[src/hw/sac_pkg.sv]
// Purpose: Shared constants and carriers for the security attribute configuration block.
// Assumes: Registers are reached by 12-bit Avalon-MM byte addresses, one aligned 32-bit word each.
// Notes:   Instance counts are package constants because the packed carriers are sized by them.
package sac_pkg;

  localparam int SAC_ADDR_W   = 12;
  localparam int SAC_DATA_W   = 32;
  localparam int SAC_BE_W     = SAC_DATA_W / 8;

  // Instance counts of each register group, with channel and pin counts per register.
  localparam int SAC_EXT_N    = 1;
  localparam int SAC_EVT_N    = 1;
  localparam int SAC_EVT_CH   = 32;
  localparam int SAC_PORT_N   = 2;
  localparam int SAC_PIN_N    = 32;
  localparam int SAC_WIN_N    = 2;

  // Register offsets and instance strides.
  localparam logic [SAC_ADDR_W-1:0] SAC_EXT_PERMISSION_OFS   = 12'h440;
  localparam logic [SAC_ADDR_W-1:0] SAC_EXT_STRIDE     = 12'h004;
  localparam logic [SAC_ADDR_W-1:0] SAC_EVT_PERMISSION_OFS   = 12'h480;
  localparam logic [SAC_ADDR_W-1:0] SAC_EVT_LOCK_OFS   = 12'h484;
  localparam logic [SAC_ADDR_W-1:0] SAC_EVT_STRIDE     = 12'h008;
  localparam logic [SAC_ADDR_W-1:0] SAC_PORT_PERMISSION_OFS  = 12'h4C0;
  localparam logic [SAC_ADDR_W-1:0] SAC_PORT_LOCK_OFS  = 12'h4C4;
  localparam logic [SAC_ADDR_W-1:0] SAC_PORT_STRIDE    = 12'h008;
  localparam logic [SAC_ADDR_W-1:0] SAC_WIN_REGION_OFS = 12'h500;
  localparam logic [SAC_ADDR_W-1:0] SAC_WIN_SIZE_OFS   = 12'h504;
  localparam logic [SAC_ADDR_W-1:0] SAC_WIN_STRIDE     = 12'h008;

  // External domain permission fields.
  localparam int SAC_EXT_CAP_LSB  = 0;
  localparam int SAC_EXT_CAP_W    = 2;
  localparam int SAC_EXT_ATTR_BIT = 4;
  localparam int SAC_EXT_LOCK_BIT = 8;

  // Capability codes of the read-only field.
  typedef enum logic [SAC_EXT_CAP_W-1:0] {
    SAC_CAP_NON_SECURE = 2'b00,
    SAC_CAP_SECURE     = 2'b01,
    SAC_CAP_SW_SEL     = 2'b10
  } sac_cap_t;

  // Lock registers: one set-only bit.
  localparam int SAC_LOCK_BIT = 0;

  // Flash callable window fields.
  localparam int SAC_WIN_REGION_W = 6;
  localparam int SAC_WIN_SIZE_W   = 4;
  localparam int SAC_WIN_LOCK_BIT = 8;
  localparam int SAC_WIN_BYTES_W  = 13;
  localparam logic [SAC_WIN_SIZE_W-1:0]  SAC_WIN_SIZE_OFF   = 4'h0;
  localparam logic [SAC_WIN_SIZE_W-1:0]  SAC_WIN_SIZE_MAX   = 4'h8;
  localparam logic [SAC_WIN_SIZE_W-1:0]  SAC_WIN_SIZE_ONE   = 4'h1;
  localparam logic [SAC_WIN_BYTES_W-1:0] SAC_WIN_MIN_BYTES  = 13'h0020;

  // Reset values.
  localparam logic [SAC_EVT_CH-1:0]       SAC_EVT_PERMISSION_RST   = 32'h00000000;
  localparam logic [SAC_PIN_N-1:0]        SAC_PORT_PERMISSION_RST  = 32'h00000000;
  localparam logic [SAC_WIN_REGION_W-1:0] SAC_WIN_REGION_RST = 6'h00;
  localparam logic [SAC_WIN_SIZE_W-1:0]   SAC_WIN_SIZE_RST   = 4'h0;
  localparam logic                        SAC_EXT_ATTR_RST   = 1'b0;

  typedef struct packed {
    logic                  read;
    logic                  write;
    logic [SAC_ADDR_W-1:0] address;
    logic [SAC_DATA_W-1:0] writedata;
    logic [SAC_BE_W-1:0]   byteenable;
  } sac_avm_req_t;

  typedef struct packed {
    logic [SAC_EXT_N-1:0]                        ext_secure;
    logic [SAC_EVT_N-1:0][SAC_EVT_CH-1:0]        evt_secure;
    logic [SAC_PORT_N-1:0][SAC_PIN_N-1:0]        pin_secure;
    logic [SAC_WIN_N-1:0]                        win_enable;
    logic [SAC_WIN_N-1:0][SAC_WIN_REGION_W-1:0]  win_region;
    logic [SAC_WIN_N-1:0][SAC_WIN_BYTES_W-1:0]   win_bytes;
  } sac_attr_t;

endpackage

[src/hw/sac_lock_reg.sv]
// Purpose: One lockable configuration field with an optional retained behaviour.
// Assumes: Caller raises wr_en_in for one cycle with the merged write value.
// Notes:   A retained field ignores the soft clear and only the hard reset clears it.
`timescale 1ns/1ps
`default_nettype none
module sac_lock_reg #(
  parameter int           W      = 1,
  parameter logic [W-1:0] RST    = '0,
  parameter bit           RETAIN = 1'b0
) (
  input  wire logic         ref_clk_in,
  input  wire logic         rst_n_in,
  input  wire logic         soft_clr_in,
  input  wire logic         wr_en_in,
  input  wire logic         locked_in,
  input  wire logic [W-1:0] wdata_in,
  output logic      [W-1:0] q_out
);

  logic [W-1:0] field_r;

  always_ff @(posedge ref_clk_in or negedge rst_n_in) begin
    if (!rst_n_in) begin
      field_r <= RST;
    end else if (soft_clr_in && !RETAIN) begin
      field_r <= RST;
    end else if (wr_en_in && !locked_in) begin
      field_r <= wdata_in;
    end
  end

  assign q_out = field_r;

endmodule
`default_nettype wire

[src/hw/sac_top.sv]
// Purpose: Security attribute configuration registers behind an Avalon-MM slave.
// Assumes: One clock; soft_reset_in is a synchronous system reset on ref_clk_in.
// Notes:   Attributes leave as levels decoded straight from the register flops.
// What this block does
// - Every external-domain access carries a security attribute.
// - Capability field reads non-secure, secure, or selectable.
// - Capability affects bus accesses, not event channels.
// - Attribute bit counts only when capability is selectable.
// - Selectable bit one means secure, zero non-secure.
// - External domain lock freezes register until reset.
// - Event permission register picks per-channel attribute.
// - Set lock blocks event and pin permission writes.
// - Per-port register holds one attribute bit per pin.
// - Pin permission registers survive soft system reset.
// - Region register selects flash region for window.
// - Size codes one to eight mean 32..4096 bytes.
// - Size zero disables the callable window.
// - Window size lock freezes content until reset.
`timescale 1ns/1ps
`default_nettype none
module sac_top
  import sac_pkg::*;
#(
  parameter sac_cap_t EXT_CAPABILITY = SAC_CAP_SW_SEL
) (
  input  wire logic                  ref_clk_in,
  input  wire logic                  rst_n_in,
  input  wire logic                  soft_reset_in,
  input  wire sac_avm_req_t          avm_req_in,
  output logic                       avm_waitrequest_out,
  output logic      [SAC_DATA_W-1:0] avm_readdata_out,
  output sac_attr_t                  attr_out
);

  logic                  bus_req;
  logic                  bus_ack_r;
  logic                  wr_fire;
  logic [SAC_DATA_W-1:0] rd_val;
  logic [SAC_DATA_W-1:0] wr_merged;
  logic [SAC_DATA_W-1:0] be_mask;
  logic [SAC_DATA_W-1:0] readdata_r;

  logic [SAC_EXT_N-1:0]  ext_hit;
  logic [SAC_EVT_N-1:0]  evt_permission_hit;
  logic [SAC_EVT_N-1:0]  evt_lock_hit;
  logic [SAC_PORT_N-1:0] port_permission_hit;
  logic [SAC_PORT_N-1:0] port_lock_hit;
  logic [SAC_WIN_N-1:0]  win_region_hit;
  logic [SAC_WIN_N-1:0]  win_size_hit;

  logic [SAC_EXT_N-1:0]  ext_attr;
  logic [SAC_EXT_N-1:0]  ext_lock_r;
  logic [SAC_EVT_N-1:0][SAC_EVT_CH-1:0]       evt_permission;
  logic [SAC_EVT_N-1:0]                       evt_lock_r;
  logic [SAC_PORT_N-1:0][SAC_PIN_N-1:0]       port_permission;
  logic [SAC_PORT_N-1:0]                      port_lock_r;
  logic [SAC_WIN_N-1:0][SAC_WIN_REGION_W-1:0] win_region;
  logic [SAC_WIN_N-1:0][SAC_WIN_SIZE_W-1:0]   win_size;
  logic [SAC_WIN_N-1:0]                       win_lock_r;

  // The slave answers one cycle after a request appears; the ack flop drops
  // again at once so a held request is taken at most every second cycle.
  assign bus_req             = avm_req_in.read | avm_req_in.write;
  assign avm_waitrequest_out = bus_req & ~bus_ack_r;
  assign wr_fire             = avm_req_in.write & bus_ack_r;
  assign avm_readdata_out    = readdata_r;

  always_ff @(posedge ref_clk_in or negedge rst_n_in) begin
    if (!rst_n_in) begin
      bus_ack_r <= 1'b0;
    end else begin
      bus_ack_r <= bus_req & ~bus_ack_r;
    end
  end

  always_ff @(posedge ref_clk_in or negedge rst_n_in) begin
    if (!rst_n_in) begin
      readdata_r <= '0;
    end else if (avm_req_in.read && !bus_ack_r) begin
      readdata_r <= rd_val;
    end
  end

  // Byte lanes not enabled keep the current content of the addressed word.
  always_comb begin
    be_mask = '0;
    for (int b = 0; b < SAC_BE_W; b++) begin
      be_mask[b*8 +: 8] = {8{avm_req_in.byteenable[b]}};
    end
    wr_merged = (avm_req_in.writedata & be_mask) | (rd_val & ~be_mask);
  end

  // External domain permission registers.
  genvar n;
  generate
    for (n = 0; n < SAC_EXT_N; n++) begin : g_ext
      assign ext_hit[n] = avm_req_in.address ==
                          SAC_EXT_PERMISSION_OFS + SAC_ADDR_W'(n) * SAC_EXT_STRIDE;

      // The capability field has no storage, so writes to it vanish.
      sac_lock_reg #(
        .W      (1),
        .RST    (SAC_EXT_ATTR_RST),
        .RETAIN (1'b0)
      ) u_ext_attr (
        .ref_clk_in  (ref_clk_in),
        .rst_n_in    (rst_n_in),
        .soft_clr_in (soft_reset_in),
        .wr_en_in    (wr_fire && ext_hit[n]),
        .locked_in   (ext_lock_r[n]),
        .wdata_in    (wr_merged[SAC_EXT_ATTR_BIT]),
        .q_out       (ext_attr[n])
      );

      always_ff @(posedge ref_clk_in or negedge rst_n_in) begin
        if (!rst_n_in) begin
          ext_lock_r[n] <= 1'b0;
        end else if (soft_reset_in) begin
          ext_lock_r[n] <= 1'b0;
        end else if (wr_fire && ext_hit[n] && wr_merged[SAC_EXT_LOCK_BIT]) begin
          ext_lock_r[n] <= 1'b1;
        end
      end

      // Only the capability decides whether the stored bit is used; event
      // channels of this domain take nothing from it.
      always_comb begin
        unique case (EXT_CAPABILITY)
          SAC_CAP_NON_SECURE: attr_out.ext_secure[n] = 1'b0;
          SAC_CAP_SECURE:     attr_out.ext_secure[n] = 1'b1;
          SAC_CAP_SW_SEL:     attr_out.ext_secure[n] = ext_attr[n];
          default:            attr_out.ext_secure[n] = 1'b0;
        endcase
      end
    end

    // Event interconnect permission and lock pairs.
    for (n = 0; n < SAC_EVT_N; n++) begin : g_evt
      assign evt_permission_hit[n] = avm_req_in.address ==
                               SAC_EVT_PERMISSION_OFS + SAC_ADDR_W'(n) * SAC_EVT_STRIDE;
      assign evt_lock_hit[n] = avm_req_in.address ==
                               SAC_EVT_LOCK_OFS + SAC_ADDR_W'(n) * SAC_EVT_STRIDE;

      sac_lock_reg #(
        .W      (SAC_EVT_CH),
        .RST    (SAC_EVT_PERMISSION_RST),
        .RETAIN (1'b0)
      ) u_evt_permission (
        .ref_clk_in  (ref_clk_in),
        .rst_n_in    (rst_n_in),
        .soft_clr_in (soft_reset_in),
        .wr_en_in    (wr_fire && evt_permission_hit[n]),
        .locked_in   (evt_lock_r[n]),
        .wdata_in    (wr_merged[SAC_EVT_CH-1:0]),
        .q_out       (evt_permission[n])
      );

      // Writing zero to a lock is ignored; only reset clears it.
      always_ff @(posedge ref_clk_in or negedge rst_n_in) begin
        if (!rst_n_in) begin
          evt_lock_r[n] <= 1'b0;
        end else if (soft_reset_in) begin
          evt_lock_r[n] <= 1'b0;
        end else if (wr_fire && evt_lock_hit[n] && wr_merged[SAC_LOCK_BIT]) begin
          evt_lock_r[n] <= 1'b1;
        end
      end

      assign attr_out.evt_secure[n] = evt_permission[n];
    end

    // I/O port pin permission and lock pairs.
    for (n = 0; n < SAC_PORT_N; n++) begin : g_port
      assign port_permission_hit[n] = avm_req_in.address ==
                                SAC_PORT_PERMISSION_OFS + SAC_ADDR_W'(n) * SAC_PORT_STRIDE;
      assign port_lock_hit[n] = avm_req_in.address ==
                                SAC_PORT_LOCK_OFS + SAC_ADDR_W'(n) * SAC_PORT_STRIDE;

      // Retained: a soft system reset leaves the pin attributes in place, but
      // the lock still falls, so software must re-lock after it.
      sac_lock_reg #(
        .W      (SAC_PIN_N),
        .RST    (SAC_PORT_PERMISSION_RST),
        .RETAIN (1'b1)
      ) u_port_permission (
        .ref_clk_in  (ref_clk_in),
        .rst_n_in    (rst_n_in),
        .soft_clr_in (soft_reset_in),
        .wr_en_in    (wr_fire && port_permission_hit[n]),
        .locked_in   (port_lock_r[n]),
        .wdata_in    (wr_merged[SAC_PIN_N-1:0]),
        .q_out       (port_permission[n])
      );

      always_ff @(posedge ref_clk_in or negedge rst_n_in) begin
        if (!rst_n_in) begin
          port_lock_r[n] <= 1'b0;
        end else if (soft_reset_in) begin
          port_lock_r[n] <= 1'b0;
        end else if (wr_fire && port_lock_hit[n] && wr_merged[SAC_LOCK_BIT]) begin
          port_lock_r[n] <= 1'b1;
        end
      end

      assign attr_out.pin_secure[n] = port_permission[n];
    end

    // Flash non-secure callable windows.
    for (n = 0; n < SAC_WIN_N; n++) begin : g_win
      assign win_region_hit[n] = avm_req_in.address ==
                                 SAC_WIN_REGION_OFS + SAC_ADDR_W'(n) * SAC_WIN_STRIDE;
      assign win_size_hit[n]   = avm_req_in.address ==
                                 SAC_WIN_SIZE_OFS + SAC_ADDR_W'(n) * SAC_WIN_STRIDE;

      // The size lock also guards the region select so a locked window
      // cannot be moved to another region.
      sac_lock_reg #(
        .W      (SAC_WIN_REGION_W),
        .RST    (SAC_WIN_REGION_RST),
        .RETAIN (1'b0)
      ) u_win_region (
        .ref_clk_in  (ref_clk_in),
        .rst_n_in    (rst_n_in),
        .soft_clr_in (soft_reset_in),
        .wr_en_in    (wr_fire && win_region_hit[n]),
        .locked_in   (win_lock_r[n]),
        .wdata_in    (wr_merged[SAC_WIN_REGION_W-1:0]),
        .q_out       (win_region[n])
      );

      sac_lock_reg #(
        .W      (SAC_WIN_SIZE_W),
        .RST    (SAC_WIN_SIZE_RST),
        .RETAIN (1'b0)
      ) u_win_size (
        .ref_clk_in  (ref_clk_in),
        .rst_n_in    (rst_n_in),
        .soft_clr_in (soft_reset_in),
        .wr_en_in    (wr_fire && win_size_hit[n]),
        .locked_in   (win_lock_r[n]),
        .wdata_in    (wr_merged[SAC_WIN_SIZE_W-1:0]),
        .q_out       (win_size[n])
      );

      always_ff @(posedge ref_clk_in or negedge rst_n_in) begin
        if (!rst_n_in) begin
          win_lock_r[n] <= 1'b0;
        end else if (soft_reset_in) begin
          win_lock_r[n] <= 1'b0;
        end else if (wr_fire && win_size_hit[n] && wr_merged[SAC_WIN_LOCK_BIT]) begin
          win_lock_r[n] <= 1'b1;
        end
      end

      // Codes above the largest size are stored but treated as no window,
      // which keeps normal attribute enforcement rather than guessing a size.
      always_comb begin
        attr_out.win_region[n] = win_region[n];
        if (win_size[n] == SAC_WIN_SIZE_OFF || win_size[n] > SAC_WIN_SIZE_MAX) begin
          attr_out.win_enable[n] = 1'b0;
          attr_out.win_bytes[n]  = '0;
        end else begin
          attr_out.win_enable[n] = 1'b1;
          attr_out.win_bytes[n]  = SAC_WIN_MIN_BYTES <<
                                   (win_size[n] - SAC_WIN_SIZE_ONE);
        end
      end
    end
  endgenerate

  // Read mux; an unmapped address reads zero and its writes are dropped.
  always_comb begin
    rd_val = '0;
    for (int i = 0; i < SAC_EXT_N; i++) begin
      if (ext_hit[i]) begin
        rd_val[SAC_EXT_CAP_LSB +: SAC_EXT_CAP_W] = EXT_CAPABILITY;
        rd_val[SAC_EXT_ATTR_BIT]                 = ext_attr[i];
        rd_val[SAC_EXT_LOCK_BIT]                 = ext_lock_r[i];
      end
    end
    for (int i = 0; i < SAC_EVT_N; i++) begin
      if (evt_permission_hit[i]) begin
        rd_val[SAC_EVT_CH-1:0] = evt_permission[i];
      end
      if (evt_lock_hit[i]) begin
        rd_val[SAC_LOCK_BIT] = evt_lock_r[i];
      end
    end
    for (int i = 0; i < SAC_PORT_N; i++) begin
      if (port_permission_hit[i]) begin
        rd_val[SAC_PIN_N-1:0] = port_permission[i];
      end
      if (port_lock_hit[i]) begin
        rd_val[SAC_LOCK_BIT] = port_lock_r[i];
      end
    end
    for (int i = 0; i < SAC_WIN_N; i++) begin
      if (win_region_hit[i]) begin
        rd_val[SAC_WIN_REGION_W-1:0] = win_region[i];
      end
      if (win_size_hit[i]) begin
        rd_val[SAC_WIN_SIZE_W-1:0] = win_size[i];
        rd_val[SAC_WIN_LOCK_BIT]   = win_lock_r[i];
      end
    end
  end

endmodule
`default_nettype wire

[config.mk]
export PLATFORM = sky130hd
export DESIGN_NAME = sac_top
export DESIGN_NICKNAME = d
export VERILOG_FILES = /design/src/hw/sac_pkg.sv /design/src/hw/sac_lock_reg.sv /design/src/hw/sac_top.sv
export SDC_FILE = /design/constraint.sdc
export NUM_CORES = 1
export LEC_CHECK = 0
export BUFFER_PORTS_ARGS = -buffer_cell sky130_fd_sc_hd__buf_4
export CELL_PAD_IN_SITES_DETAIL_PLACEMENT = 0
export CELL_PAD_IN_SITES_GLOBAL_PLACEMENT = 2
export CORE_UTILIZATION = 32
export DETAILED_ROUTE_END_ITERATION = 7
export PLACE_DENSITY = 0.9
export SLEW_MARGIN = 20
export SYNTH_ARGS = -nofsm -noshare
export SYNTH_HDL_FRONTEND = slang
export SYNTH_SLANG_ARGS = --single-unit
[constraint.sdc]
create_clock -name ref_clk_in -period 2.4 [get_ports ref_clk_in]
set_input_delay 0.24 -clock ref_clk_in [delete_from_list [all_inputs] [get_ports ref_clk_in]]
set_output_delay 0.24 -clock ref_clk_in [all_outputs]
set_load 0.01 [all_outputs]
==> impl_metrics.prom, run 1 <==
# TYPE chip_impl_metric gauge
chip_impl_info{name="run_status",value="completed"} 1
chip_impl_metric{name="power_leakage",unit="nW"} 5.16
chip_impl_metric{name="synth_cells",unit=""} 827
chip_impl_metric{name="detailedPlacementHpwl",unit="um"} 18900
chip_impl_metric{name="htreeDepth",unit=""} 4
chip_impl_info{name="setup_repair_after_global_routing_missed_its_margin",value="no"} 1
chip_impl_metric{name="final_hold_viol_count",unit=""} 0
chip_impl_info{name="regToRegEndpoint",value="g_port[0].u_port_permission.q_out[0]$_DFFE_PN0P_"} 1
chip_impl_metric{name="number_of_global_route_vias_before_repair",unit=""} 6949
chip_impl_metric{name="placed_cells_incl_taps",unit=""} 1350
chip_impl_metric{name="postSynth.asyncResetShare",unit="%"} 100
chip_impl_metric{name="cts_repair_resize_count",unit=""} 0
chip_impl_info{name="synth_top_cells_by_area",value="sky130_fd_sc_hd__dfrtp_1, sky130_fd_sc_hd__nand2_1, sky130_fd_sc_hd__mux2_2"} 1
chip_impl_metric{name="grt_first_pass_wirelength",unit="um"} 40800
chip_impl_metric{name="setup_slack",unit="ns"} 0.422
chip_impl_metric{name="design.portCount",unit=""} 223
chip_impl_metric{name="yosysTopAreaCellShare",unit="%"} 47.8
chip_impl_metric{name="finalWirelength",unit="um"} 26000
chip_impl_metric{name="netlist_area",unit="mm2"} 0.00817
chip_impl_metric{name="finalClockSkew",unit="ns"} 0.0113
chip_impl_metric{name="placement.io_buffers",unit=""} 212
chip_impl_metric{name="final_util",unit="%"} 43.3
chip_impl_metric{name="mean_number_of_vias_per_cell",unit=""} 5.22
chip_impl_metric{name="slew-limit-headroom",unit="%"} 46.7
chip_impl_metric{name="timing.final.setup_violations",unit=""} 0
chip_impl_metric{name="total_power",unit="mW"} 5.83
chip_impl_metric{name="placementRows",unit=""} 58
chip_impl_info{name="rr_startpoint",value="g_win[1].u_win_size.q_out[0]$_DFFE_PN0P_"} 1
chip_impl_info{name="worst_min_delay_path_endpoint",value="g_win[1].u_win_size.q_out[2]$_DFFE_PN0P_"} 1
chip_impl_metric{name="detailroute.via_count",unit=""} 7223
chip_impl_metric{name="rrSetupSlack",unit="ns"} 0.42
chip_impl_info{name="clk_root_buffer_cell",value="sky130_fd_sc_hd__clkbuf_16"} 1
chip_impl_metric{name="layout.cells.non_filler",unit=""} 1383
chip_impl_info{name="path_class",value="flip-flop to flip-flop"} 1
chip_impl_metric{name="gp_congestion",unit=""} 0.836
chip_impl_metric{name="antenna_violating_nets_post_route",unit=""} 0
chip_impl_metric{name="detail_route.iter0.violations",unit=""} 471
chip_impl_metric{name="antenna_found_initial",unit=""} 0
chip_impl_info{name="synthFlopType",value="sky130_fd_sc_hd__dfrtp_1"} 1
chip_impl_info{name="layout_common_cells",value="sky130_fd_sc_hd__buf_4, sky130_fd_sc_hd__dfrtp_1, sky130_fd_sc_hd__nand2_1, sky130_fd_sc_hd__nor2_1, sky130_fd_sc_hd__o21ai_0"} 1
chip_impl_metric{name="drt_pre_antenna_iters",unit=""} 6
chip_impl_info{name="hold_path.startpoint",value="avm_req_in[6]"} 1
chip_impl_metric{name="netlist-cell-type-count",unit=""} 64
chip_impl_info{name="most_area_hungry_cell_type_in_the_yosys_netlist",value="sky130_fd_sc_hd__dfrtp_1"} 1
chip_impl_metric{name="maxCapViolations",unit=""} 0
chip_impl_metric{name="maximum_number_of_pins_on_one_net_before_global_route_repair",unit=""} 70
chip_impl_metric{name="number_of_nets_in_the_finished_design",unit=""} 1093
chip_impl_metric{name="worst_slew_pin_slew",unit="ns"} 0.800
chip_impl_metric{name="antenna-diode-count",unit=""} 0
chip_impl_metric{name="synth_enable_flop_cells",unit=""} 0
chip_impl_metric{name="cell_area_power_density",unit="mW/mm2"} 537
chip_impl_metric{name="die_span_y",unit="um"} 162
chip_impl_metric{name="hold-path-cell-count",unit=""} 3
chip_impl_metric{name="critical_path_arrival",unit="ns"} 2.26
chip_impl_metric{name="dieWidth",unit="um"} 162
chip_impl_info{name="endpoint_kind",value="flip-flop"} 1
chip_impl_metric{name="clkSlewWorstSetupHoldPaths",unit="ns"} 0.07
chip_impl_info{name="worstHoldPathType",value="input pin to flip-flop"} 1
chip_impl_metric{name="ir_drop",unit="mV"} 0.341
chip_impl_metric{name="report.final.slew_viol_count",unit=""} 0
chip_impl_info{name="worstSetupStartpointType",value="flip-flop"} 1
chip_impl_metric{name="cts-root-to-sink-buffers",unit=""} 2
chip_impl_metric{name="detail_route.wl_per_cell",unit="um"} 18.8
chip_impl_metric{name="worst_ep_required_time",unit="ns"} 2.68
chip_impl_metric{name="clock.fmax",unit="GHz"} 0.505
chip_impl_metric{name="dp_slack",unit="ns"} 0.0610
chip_impl_metric{name="final_period_minus_worst_setup_slack",unit="ns"} 1.98
chip_impl_metric{name="synthesis.yosys.warnings",unit=""} 0
chip_impl_metric{name="global_route.usage.total",unit="%"} 20.3
chip_impl_metric{name="start_util",unit="%"} 32.5
chip_impl_metric{name="grt_overflow",unit=""} 0
chip_impl_metric{name="signed_area_change_from_the_synthesized_netlist_to_the_final_layout",unit="%"} 33.0
chip_impl_metric{name="setup_tns_after_final_layout",unit="ns"} 0
chip_impl_metric{name="cts_inserted_buffers",unit=""} 17
chip_impl_metric{name="post_cts.repair.setup_buffers",unit=""} 0
chip_impl_metric{name="syn_area_per_cell",unit="um2"} 9.88
chip_impl_metric{name="fraction_of_final_layout_cells_sized_beyond_drive_strength_1",unit="%"} 34.3
chip_impl_info{name="final_common_cell",value="sky130_fd_sc_hd__buf_4"} 1
chip_impl_metric{name="floorplan.core_area",unit="mm2"} 0.0251
chip_impl_metric{name="clock_latency",unit="ns"} 0.43
chip_impl_metric{name="drcViolationCount",unit=""} 0
chip_impl_metric{name="postSynthRegisterBits",unit=""} 156
chip_impl_metric{name="portion_of_the_clock_cycle_consumed_by_the_worst_path_in_the_final_layout",unit="%"} 82.4
chip_impl_metric{name="crit_path_max_fanout",unit=""} 10
chip_impl_metric{name="yosysSeqAreaShare",unit="%"} 47.8
chip_impl_info{name="cts_tree",value="yes"} 1
chip_impl_metric{name="floorplan.die_area",unit="mm2"} 0.0262
chip_impl_metric{name="cts.sinks",unit=""} 156
chip_impl_metric{name="cts_hold_buf",unit=""} 1
chip_impl_metric{name="worst_case_reg_to_reg_path_depth",unit=""} 5
==> layout make-up <==
| cell class | count | area, um2 |
|---|---|---|
| Clock inverter | 14 | 150 |
| Sequential cell | 156 | 3900 |
| Timing Repair Buffer | 258 | 2040 |
| Tap cell | 330 | 413 |
| Fill cell | 2511 | 14200 |
| Multi-Input combinational cell | 574 | 3790 |
| Inverter | 33 | 124 |
| Clock buffer | 18 | 439 |
==> layer usage <==
| metal | wire (um) | vias up | global-route usage [%] |
|---|---|---|---|
| li1 | - | 3376 | - |
| met1 | 12100 | 3547 | 29.4 |
| met2 | 11900 | 267 | 30.9 |
| met3 | 1520 | 33 | 3.24 |
| met4 | 451 | 0 | 6.05 |
| met5 | 0 | - | 0 |
==> worst max path at each step <==
stage	depth (start not counted)	slack, ns	startpoint	endpoint
floorplan	7	0.29	avm_req_in[38]	g_port[0].u_port_permission.q_out[22]$_DFFE_PN0P_
global placement	7	0.09	avm_req_in[45]	g_port[1].u_port_permission.q_out[18]$_DFFE_PN0P_
detailed placement	7	0.06	avm_req_in[45]	g_port[1].u_port_permission.q_out[18]$_DFFE_PN0P_
CTS	5	0.43	g_win[1].u_win_size.q_out[0]$_DFFE_PN0P_	g_port[0].u_port_permission.q_out[0]$_DFFE_PN0P_
global route	8	0.26	avm_req_in[43]	g_win[0].u_win_region.q_out[2]$_DFFE_PN0P_
finish	5	0.42	g_win[1].u_win_size.q_out[0]$_DFFE_PN0P_	g_port[0].u_port_permission.q_out[0]$_DFFE_PN0P_
==> synth_stat cells (3+ instances only) <==
cell type                  number
sky130_fd_sc_hd__dfrtp_1      156
sky130_fd_sc_hd__nand2_1      101
sky130_fd_sc_hd__nor2_1        67
sky130_fd_sc_hd__o21ai_0       52
sky130_fd_sc_hd__a211oi_1      35
sky130_fd_sc_hd__inv_1         33
sky130_fd_sc_hd__mux2_2        33
sky130_fd_sc_hd__mux2i_1       29
sky130_fd_sc_hd__clkbuf_1      28
sky130_fd_sc_hd__o32ai_1       26
sky130_fd_sc_hd__mux2_1        24
sky130_fd_sc_hd__buf_2         22
sky130_fd_sc_hd__a21oi_1       21
sky130_fd_sc_hd__o21ai_1       19
sky130_fd_sc_hd__nor3_1        18
sky130_fd_sc_hd__nand2b_1      15
sky130_fd_sc_hd__nand3_1       15
sky130_fd_sc_hd__nand3b_1      13
sky130_fd_sc_hd__buf_4         12
sky130_fd_sc_hd__o21ai_2       10
sky130_fd_sc_hd__or3_1          7
sky130_fd_sc_hd__buf_6          6
sky130_fd_sc_hd__a21o_1         5
sky130_fd_sc_hd__nand4_1        5
sky130_fd_sc_hd__nor3b_1        5
sky130_fd_sc_hd__o31ai_1        5
sky130_fd_sc_hd__buf_1          4
sky130_fd_sc_hd__nor4b_2        4
sky130_fd_sc_hd__a22oi_1        3
sky130_fd_sc_hd__and2_1         3
sky130_fd_sc_hd__and3_1         3
sky130_fd_sc_hd__nor3_2         3
sky130_fd_sc_hd__o41ai_1        3
sky130_fd_sc_hd__or4b_4         3
==> power breakdown <==
group,switching [mW],internal (mW),leakage [nW]
clock network,1.23,1.50,0.285
registers,0.00407,2.63,2.18
logic,0.306,0.156,2.70
total,1.54,4.29,5.16
==> stage by stage <==
stage	area, um2	hold WS, ns
2_1_floorplan	8200	-0.0556
3_3_place_gp	10300	0.274
3_5_place_dp	10300	0.279
4_1_cts	10900	0.0570
5_1_grt	10900	0.0869
6_report	10900	0.0770
==> kinds of logic after synthesis <==
family | count (synthesis) | synth area share (%)
flops | 156 | 47.8
buf+inv | 106 | 6.33
compound gates | 195 | 16.1
xor+xnor | 2 | 0.214
other cells | 1 | 0.0459
mux | 87 | 11.7
simple gates | 280 | 17.9
==> worst max-delay path: stages, from the launching register on <==
cell and delay (ns):
sky130_fd_sc_hd__dfrtp_1 0.47, sky130_fd_sc_hd__mux4_2 0.51, sky130_fd_sc_hd__nand3_1 0.13, sky130_fd_sc_hd__o21ai_1 0.11
sky130_fd_sc_hd__o22ai_2 0.42, sky130_fd_sc_hd__o21ai_0 0.19
==> state kept, by name, summed over array words and instances, names as in the netlist <==
register                        flops
avm_readdata_out                   32
bus_ack_r                           1
evt_lock_r                          1
ext_lock_r                          1
g_evt.u_evt_permission.q_out       32
g_ext.u_ext_attr.q_out              1
g_port.u_port_permission.q_out     64
g_win.u_win_region.q_out           12
g_win.u_win_size.q_out              8
port_lock_r                         2
win_lock_r                          2
Note: power is estimated with default switching activity, not from simulation.
==> run 2: changes to the inputs <==
--- a/config.mk
+++ b/config.mk
@@ -5,12 +5,13 @@
 export SDC_FILE = /design/constraint.sdc
 export NUM_CORES = 1
 export LEC_CHECK = 0
+export ABC_AREA = 1
 export BUFFER_PORTS_ARGS = -buffer_cell sky130_fd_sc_hd__buf_4
 export CELL_PAD_IN_SITES_DETAIL_PLACEMENT = 0
 export CELL_PAD_IN_SITES_GLOBAL_PLACEMENT = 2
-export CORE_UTILIZATION = 32
+export CORE_UTILIZATION = 31
 export DETAILED_ROUTE_END_ITERATION = 7
-export PLACE_DENSITY = 0.9
+export PLACE_DENSITY = 0.91
 export SLEW_MARGIN = 20
 export SYNTH_ARGS = -nofsm -noshare
 export SYNTH_HDL_FRONTEND = slang
==> constraint.sdc (replaced) <==
create_clock -name ref_clk_in -period 1.9 [get_ports ref_clk_in]
set_input_delay 0.19 -clock ref_clk_in [delete_from_list [all_inputs] [get_ports ref_clk_in]]
set_output_delay 0.19 -clock ref_clk_in [all_outputs]
set_load 0.01 [all_outputs]
==> impl_metrics.prom, run 2 <==
# TYPE chip_impl_metric gauge
chip_impl_metric{name="drcViolationCount",unit=""} 0
chip_impl_info{name="crit_family",value="flip-flops"} 1
chip_impl_metric{name="number_of_global_route_vias_before_repair",unit=""} 6818
chip_impl_metric{name="largest_register_ff_count",unit=""} 64
chip_impl_metric{name="cts_hold_buf",unit=""} 2
chip_impl_metric{name="drt-met1-wl",unit="um"} 10700
chip_impl_metric{name="total_power",unit="mW"} 7.27
chip_impl_metric{name="maxCapViolations",unit=""} 0
chip_impl_info{name="synth.cells.most_frequent",value="sky130_fd_sc_hd__nand2_1, sky130_fd_sc_hd__dfrtp_1, sky130_fd_sc_hd__inv_1, sky130_fd_sc_hd__o21ai_1, sky130_fd_sc_hd__nand3_1"} 1
chip_impl_info{name="cts_tree",value="yes"} 1
chip_impl_info{name="endpoint_kind",value="primary output"} 1
chip_impl_metric{name="postSynthRegisterBits",unit=""} 156
chip_impl_metric{name="detail_route.wl_per_cell",unit="um"} 17.1
chip_impl_metric{name="report.final.slew_viol_count",unit=""} 0
chip_impl_metric{name="antenna-diode-count",unit=""} 0
chip_impl_metric{name="synth_cells",unit=""} 837
chip_impl_info{name="synth_top_cells_by_area",value="sky130_fd_sc_hd__dfrtp_1, sky130_fd_sc_hd__nand2_1, sky130_fd_sc_hd__mux2_2"} 1
chip_impl_info{name="path_class",value="flip-flop to primary output"} 1
chip_impl_metric{name="floorplan.die_area",unit="mm2"} 0.0253
chip_impl_metric{name="signed_area_change_from_the_synthesized_netlist_to_the_final_layout",unit="%"} 37.2
chip_impl_metric{name="number_of_nets_in_the_finished_design",unit=""} 1137
chip_impl_info{name="synthFlopType",value="sky130_fd_sc_hd__dfrtp_1"} 1
chip_impl_metric{name="gp_congestion",unit=""} 0.824
chip_impl_metric{name="power_leakage",unit="nW"} 5.36
chip_impl_metric{name="htreeDepth",unit=""} 4
chip_impl_metric{name="ir_drop",unit="mV"} 0.383
chip_impl_metric{name="cts.sinks",unit=""} 156
chip_impl_info{name="rr_startpoint",value="bus_ack_r$_DFF_PN0_"} 1
chip_impl_metric{name="cts-root-to-sink-buffers",unit=""} 2
chip_impl_metric{name="cts_repair_resize_count",unit=""} 0
chip_impl_metric{name="post_cts.repair.setup_buffers",unit=""} 0
chip_impl_metric{name="crit_path_max_fanout",unit=""} 6
chip_impl_metric{name="synth_enable_flop_cells",unit=""} 0
chip_impl_metric{name="clkSlewWorstSetupHoldPaths",unit="ns"} 0.06
chip_impl_metric{name="wl_met2",unit="um"} 11900
chip_impl_metric{name="detail_route.iter0.violations",unit=""} 372
chip_impl_metric{name="critical_path_arrival",unit="ns"} 1.49
chip_impl_metric{name="finalClockSkew",unit="ns"} 0.0113
chip_impl_metric{name="clock_latency",unit="ns"} 0.42
chip_impl_metric{name="critical-path-max-stage-delay",unit="ns"} 0.47
chip_impl_info{name="hold_path.startpoint",value="avm_req_in[49]"} 1
chip_impl_info{name="worstSetupStartpointType",value="flip-flop"} 1
chip_impl_metric{name="syn_area_per_cell",unit="um2"} 9.14
chip_impl_metric{name="timing.critical_path.buf_inv",unit=""} 2
chip_impl_info{name="cp_cell_sequence",value="inv_1 > or2_2 > nor2_1 > buf_4"} 1
chip_impl_info{name="synthMostInstantiatedCell",value="sky130_fd_sc_hd__nand2_1"} 1
chip_impl_metric{name="detailroute.via_count",unit=""} 6757
chip_impl_metric{name="detailedPlacementHpwl",unit="um"} 18100
chip_impl_info{name="run_status",value="completed"} 1
chip_impl_info{name="highest-signal-layer",value="met4"} 1
chip_impl_metric{name="dieWidth",unit="um"} 159
chip_impl_metric{name="postSynth.asyncResetShare",unit="%"} 100
chip_impl_metric{name="drt_pre_antenna_iters",unit=""} 4
chip_impl_metric{name="cellInternalPower",unit="mW"} 5.41
chip_impl_metric{name="fraction_of_final_layout_cells_sized_beyond_drive_strength_1",unit="%"} 35.1
chip_impl_metric{name="placed_cells_incl_taps",unit=""} 1387
chip_impl_metric{name="sum_of_met3_wire_segment_lengths_after_detailed_routing",unit="um"} 1240
chip_impl_metric{name="clock_power_share",unit="%"} 46.5
chip_impl_metric{name="power.share.sequential",unit="%"} 46.2
chip_impl_info{name="final_common_cell",value="sky130_fd_sc_hd__buf_4"} 1
chip_impl_metric{name="final_hold_viol_count",unit=""} 0
chip_impl_metric{name="portion_of_the_clock_cycle_consumed_by_the_worst_path_in_the_final_layout",unit="%"} 88.4
chip_impl_metric{name="maximum_number_of_pins_on_one_net_before_global_route_repair",unit=""} 53
chip_impl_metric{name="yosysSeqAreaShare",unit="%"} 51.1
chip_impl_metric{name="final.fill_count",unit=""} 2496
chip_impl_metric{name="final_period_minus_worst_setup_slack",unit="ns"} 1.68
chip_impl_metric{name="clock.fmax",unit="GHz"} 0.596
chip_impl_metric{name="die_span_y",unit="um"} 159
chip_impl_info{name="setup_repair_after_global_routing_missed_its_margin",value="no"} 1
chip_impl_metric{name="synthesis.yosys.warnings",unit=""} 0
chip_impl_metric{name="netlist-cell-type-count",unit=""} 38
chip_impl_metric{name="antenna_violating_nets_post_route",unit=""} 0
chip_impl_metric{name="netSwitchingFraction",unit="%"} 25.7
chip_impl_metric{name="start_util",unit="%"} 31.5
chip_impl_metric{name="mean_number_of_vias_per_cell",unit=""} 4.76
chip_impl_metric{name="layout.cells.non_filler",unit=""} 1421
chip_impl_metric{name="netlist_area",unit="mm2"} 0.00765
chip_impl_metric{name="finalWirelength",unit="um"} 24300
chip_impl_info{name="cp_slowest_cell",value="sky130_fd_sc_hd__dfrtp_1"} 1
chip_impl_metric{name="worst_ep_required_time",unit="ns"} 1.71
chip_impl_info{name="clk_root_buffer_cell",value="sky130_fd_sc_hd__clkbuf_16"} 1
chip_impl_metric{name="power.switching",unit="mW"} 1.87
chip_impl_metric{name="design.portCount",unit=""} 223
chip_impl_metric{name="antenna_found_initial",unit=""} 0
chip_impl_metric{name="placement.io_buffers",unit=""} 212
chip_impl_info{name="worstHoldPathType",value="input pin to flip-flop"} 1
chip_impl_info{name="timing_startpoint_of_the_critical_path",value="g_win[1].u_win_size.q_out[0]$_DFFE_PN0P_"} 1
chip_impl_info{name="layout_common_cells",value="sky130_fd_sc_hd__buf_4, sky130_fd_sc_hd__nand2_1, sky130_fd_sc_hd__dfrtp_1, sky130_fd_sc_hd__inv_1, sky130_fd_sc_hd__o21ai_1"} 1
chip_impl_metric{name="cts_inserted_buffers",unit=""} 17
chip_impl_metric{name="floorplan.core_area",unit="mm2"} 0.0242
chip_impl_metric{name="global_route.usage.total",unit="%"} 19.5
chip_impl_metric{name="placementRows",unit=""} 57
chip_impl_metric{name="timing.final.setup_violations",unit=""} 0
chip_impl_info{name="most_area_hungry_cell_type_in_the_yosys_netlist",value="sky130_fd_sc_hd__dfrtp_1"} 1
chip_impl_metric{name="grt_overflow",unit=""} 0
chip_impl_metric{name="grt_first_pass_wirelength",unit="um"} 38300
chip_impl_metric{name="power_frac_comb",unit="%"} 7.3
chip_impl_metric{name="yosysTopAreaCellShare",unit="%"} 51.1
chip_impl_metric{name="cell_area_power_density",unit="mW/mm2"} 693
## run 2: cell count changes after synthesis, moves of 18 or more
| cell | change |
|---|---|
| sky130_fd_sc_hd__mux2_1 | -24 |
| sky130_fd_sc_hd__o211ai_2 | +19 |
| sky130_fd_sc_hd__nor2_1 | -33 |
| sky130_fd_sc_hd__nand3_1 | +23 |
| sky130_fd_sc_hd__o22ai_1 | +26 |
| sky130_fd_sc_hd__o32ai_1 | -26 |
| sky130_fd_sc_hd__inv_1 | +36 |
| sky130_fd_sc_hd__a211oi_1 | -35 |
| sky130_fd_sc_hd__o21ai_1 | +31 |
| sky130_fd_sc_hd__o21ai_0 | -37 |
| sky130_fd_sc_hd__nand2_1 | +142 |
| sky130_fd_sc_hd__clkbuf_1 | -18 |
## run 2: layer usage
metal	track usage [%]	up-vias
met5	0	-
met4	6.29	0
met3	4.12	28
met2	33.3	219
met1	24.6	3263
li1	-	3247
## run 2: power by group through the flow
stage               Sequential (mW)  Combinational [mW]  Clock [mW]
finish                         3.36               0.531        3.38
global route                   3.36               0.581        3.58
CTS                            3.36               0.539        3.46
detailed placement             3.42               0.535           0
global placement               3.42               0.531           0
floorplan                      3.43               0.223           0
## run 2: kinds of logic after synthesis
logic type / count (synthesis) / share of synthesized area [%]
flops: 156 / 51.1
compound gates: 127 / 10.9
buf+inv: 122 / 7.56
other cells: 1 / 0.0490
mux: 58 / 8.13
xor+xnor: 2 / 0.229
simple gates: 371 / 22.0
## run 2: worst reg2reg max path: cells and delay by family, from the launching register on
| kind | cells | cell delay, ns |
|---|---|---|
| buf+inv | 2 | 0.27 |
| flops | 1 | 0.34 |
| compound gates | 1 | 0.12 |
| simple gates | 4 | 0.79 |
## run 2: cell type report
cell class,count,area (um2),share of cell area [%]
tap,324,405,3.86
multi-input combinational,568,3210,30.6
timing repair buffer,264,2100,20.0
clock buffer,18,429,4.09
sequential,156,3900,37.2
clock inverter,14,154,1.47
inverter,77,292,2.78
## run 2: final timing paths
kind	slack, ns	cells after the start	endpoint
max in group asynchronous	0.94	3	g_win[1].u_win_size.q_out[3]$_DFFE_PN0P_
min in group asynchronous	0.27	2	avm_readdata_out[24]$_DFFE_PN0P_
worst max register to register	0.24	7	g_evt[0].u_evt_permission.q_out[12]$_DFFE_PN0P_
worst min register to register	0.51	1	avm_readdata_out[23]$_DFFE_PN0P_
worst min-delay path	0.06	3	bus_ack_r$_DFF_PN0_
worst max-delay path	0.22	4	attr_out[18]
## run 2: metrics by stage
stage | worst slack (ns) | hold slack (ns) | area [um2] | setup TNS, ns | util, %
6_report | 0.221 | 0.0611 | 10500 | 0 | 43.3
5_1_grt | 0.122 | 0.0993 | 10500 | 0 | 43.3
4_1_cts | 0.203 | 0.0484 | 10500 | 0 | 43.3
3_5_place_dp | -0.0900 | 0.160 | 9890 | -1.64 | 40.8
3_3_place_gp | -0.128 | 0.159 | 9890 | -2.20 | 40.8
2_1_floorplan | 0.321 | -0.106 | 7680 | 0 | -
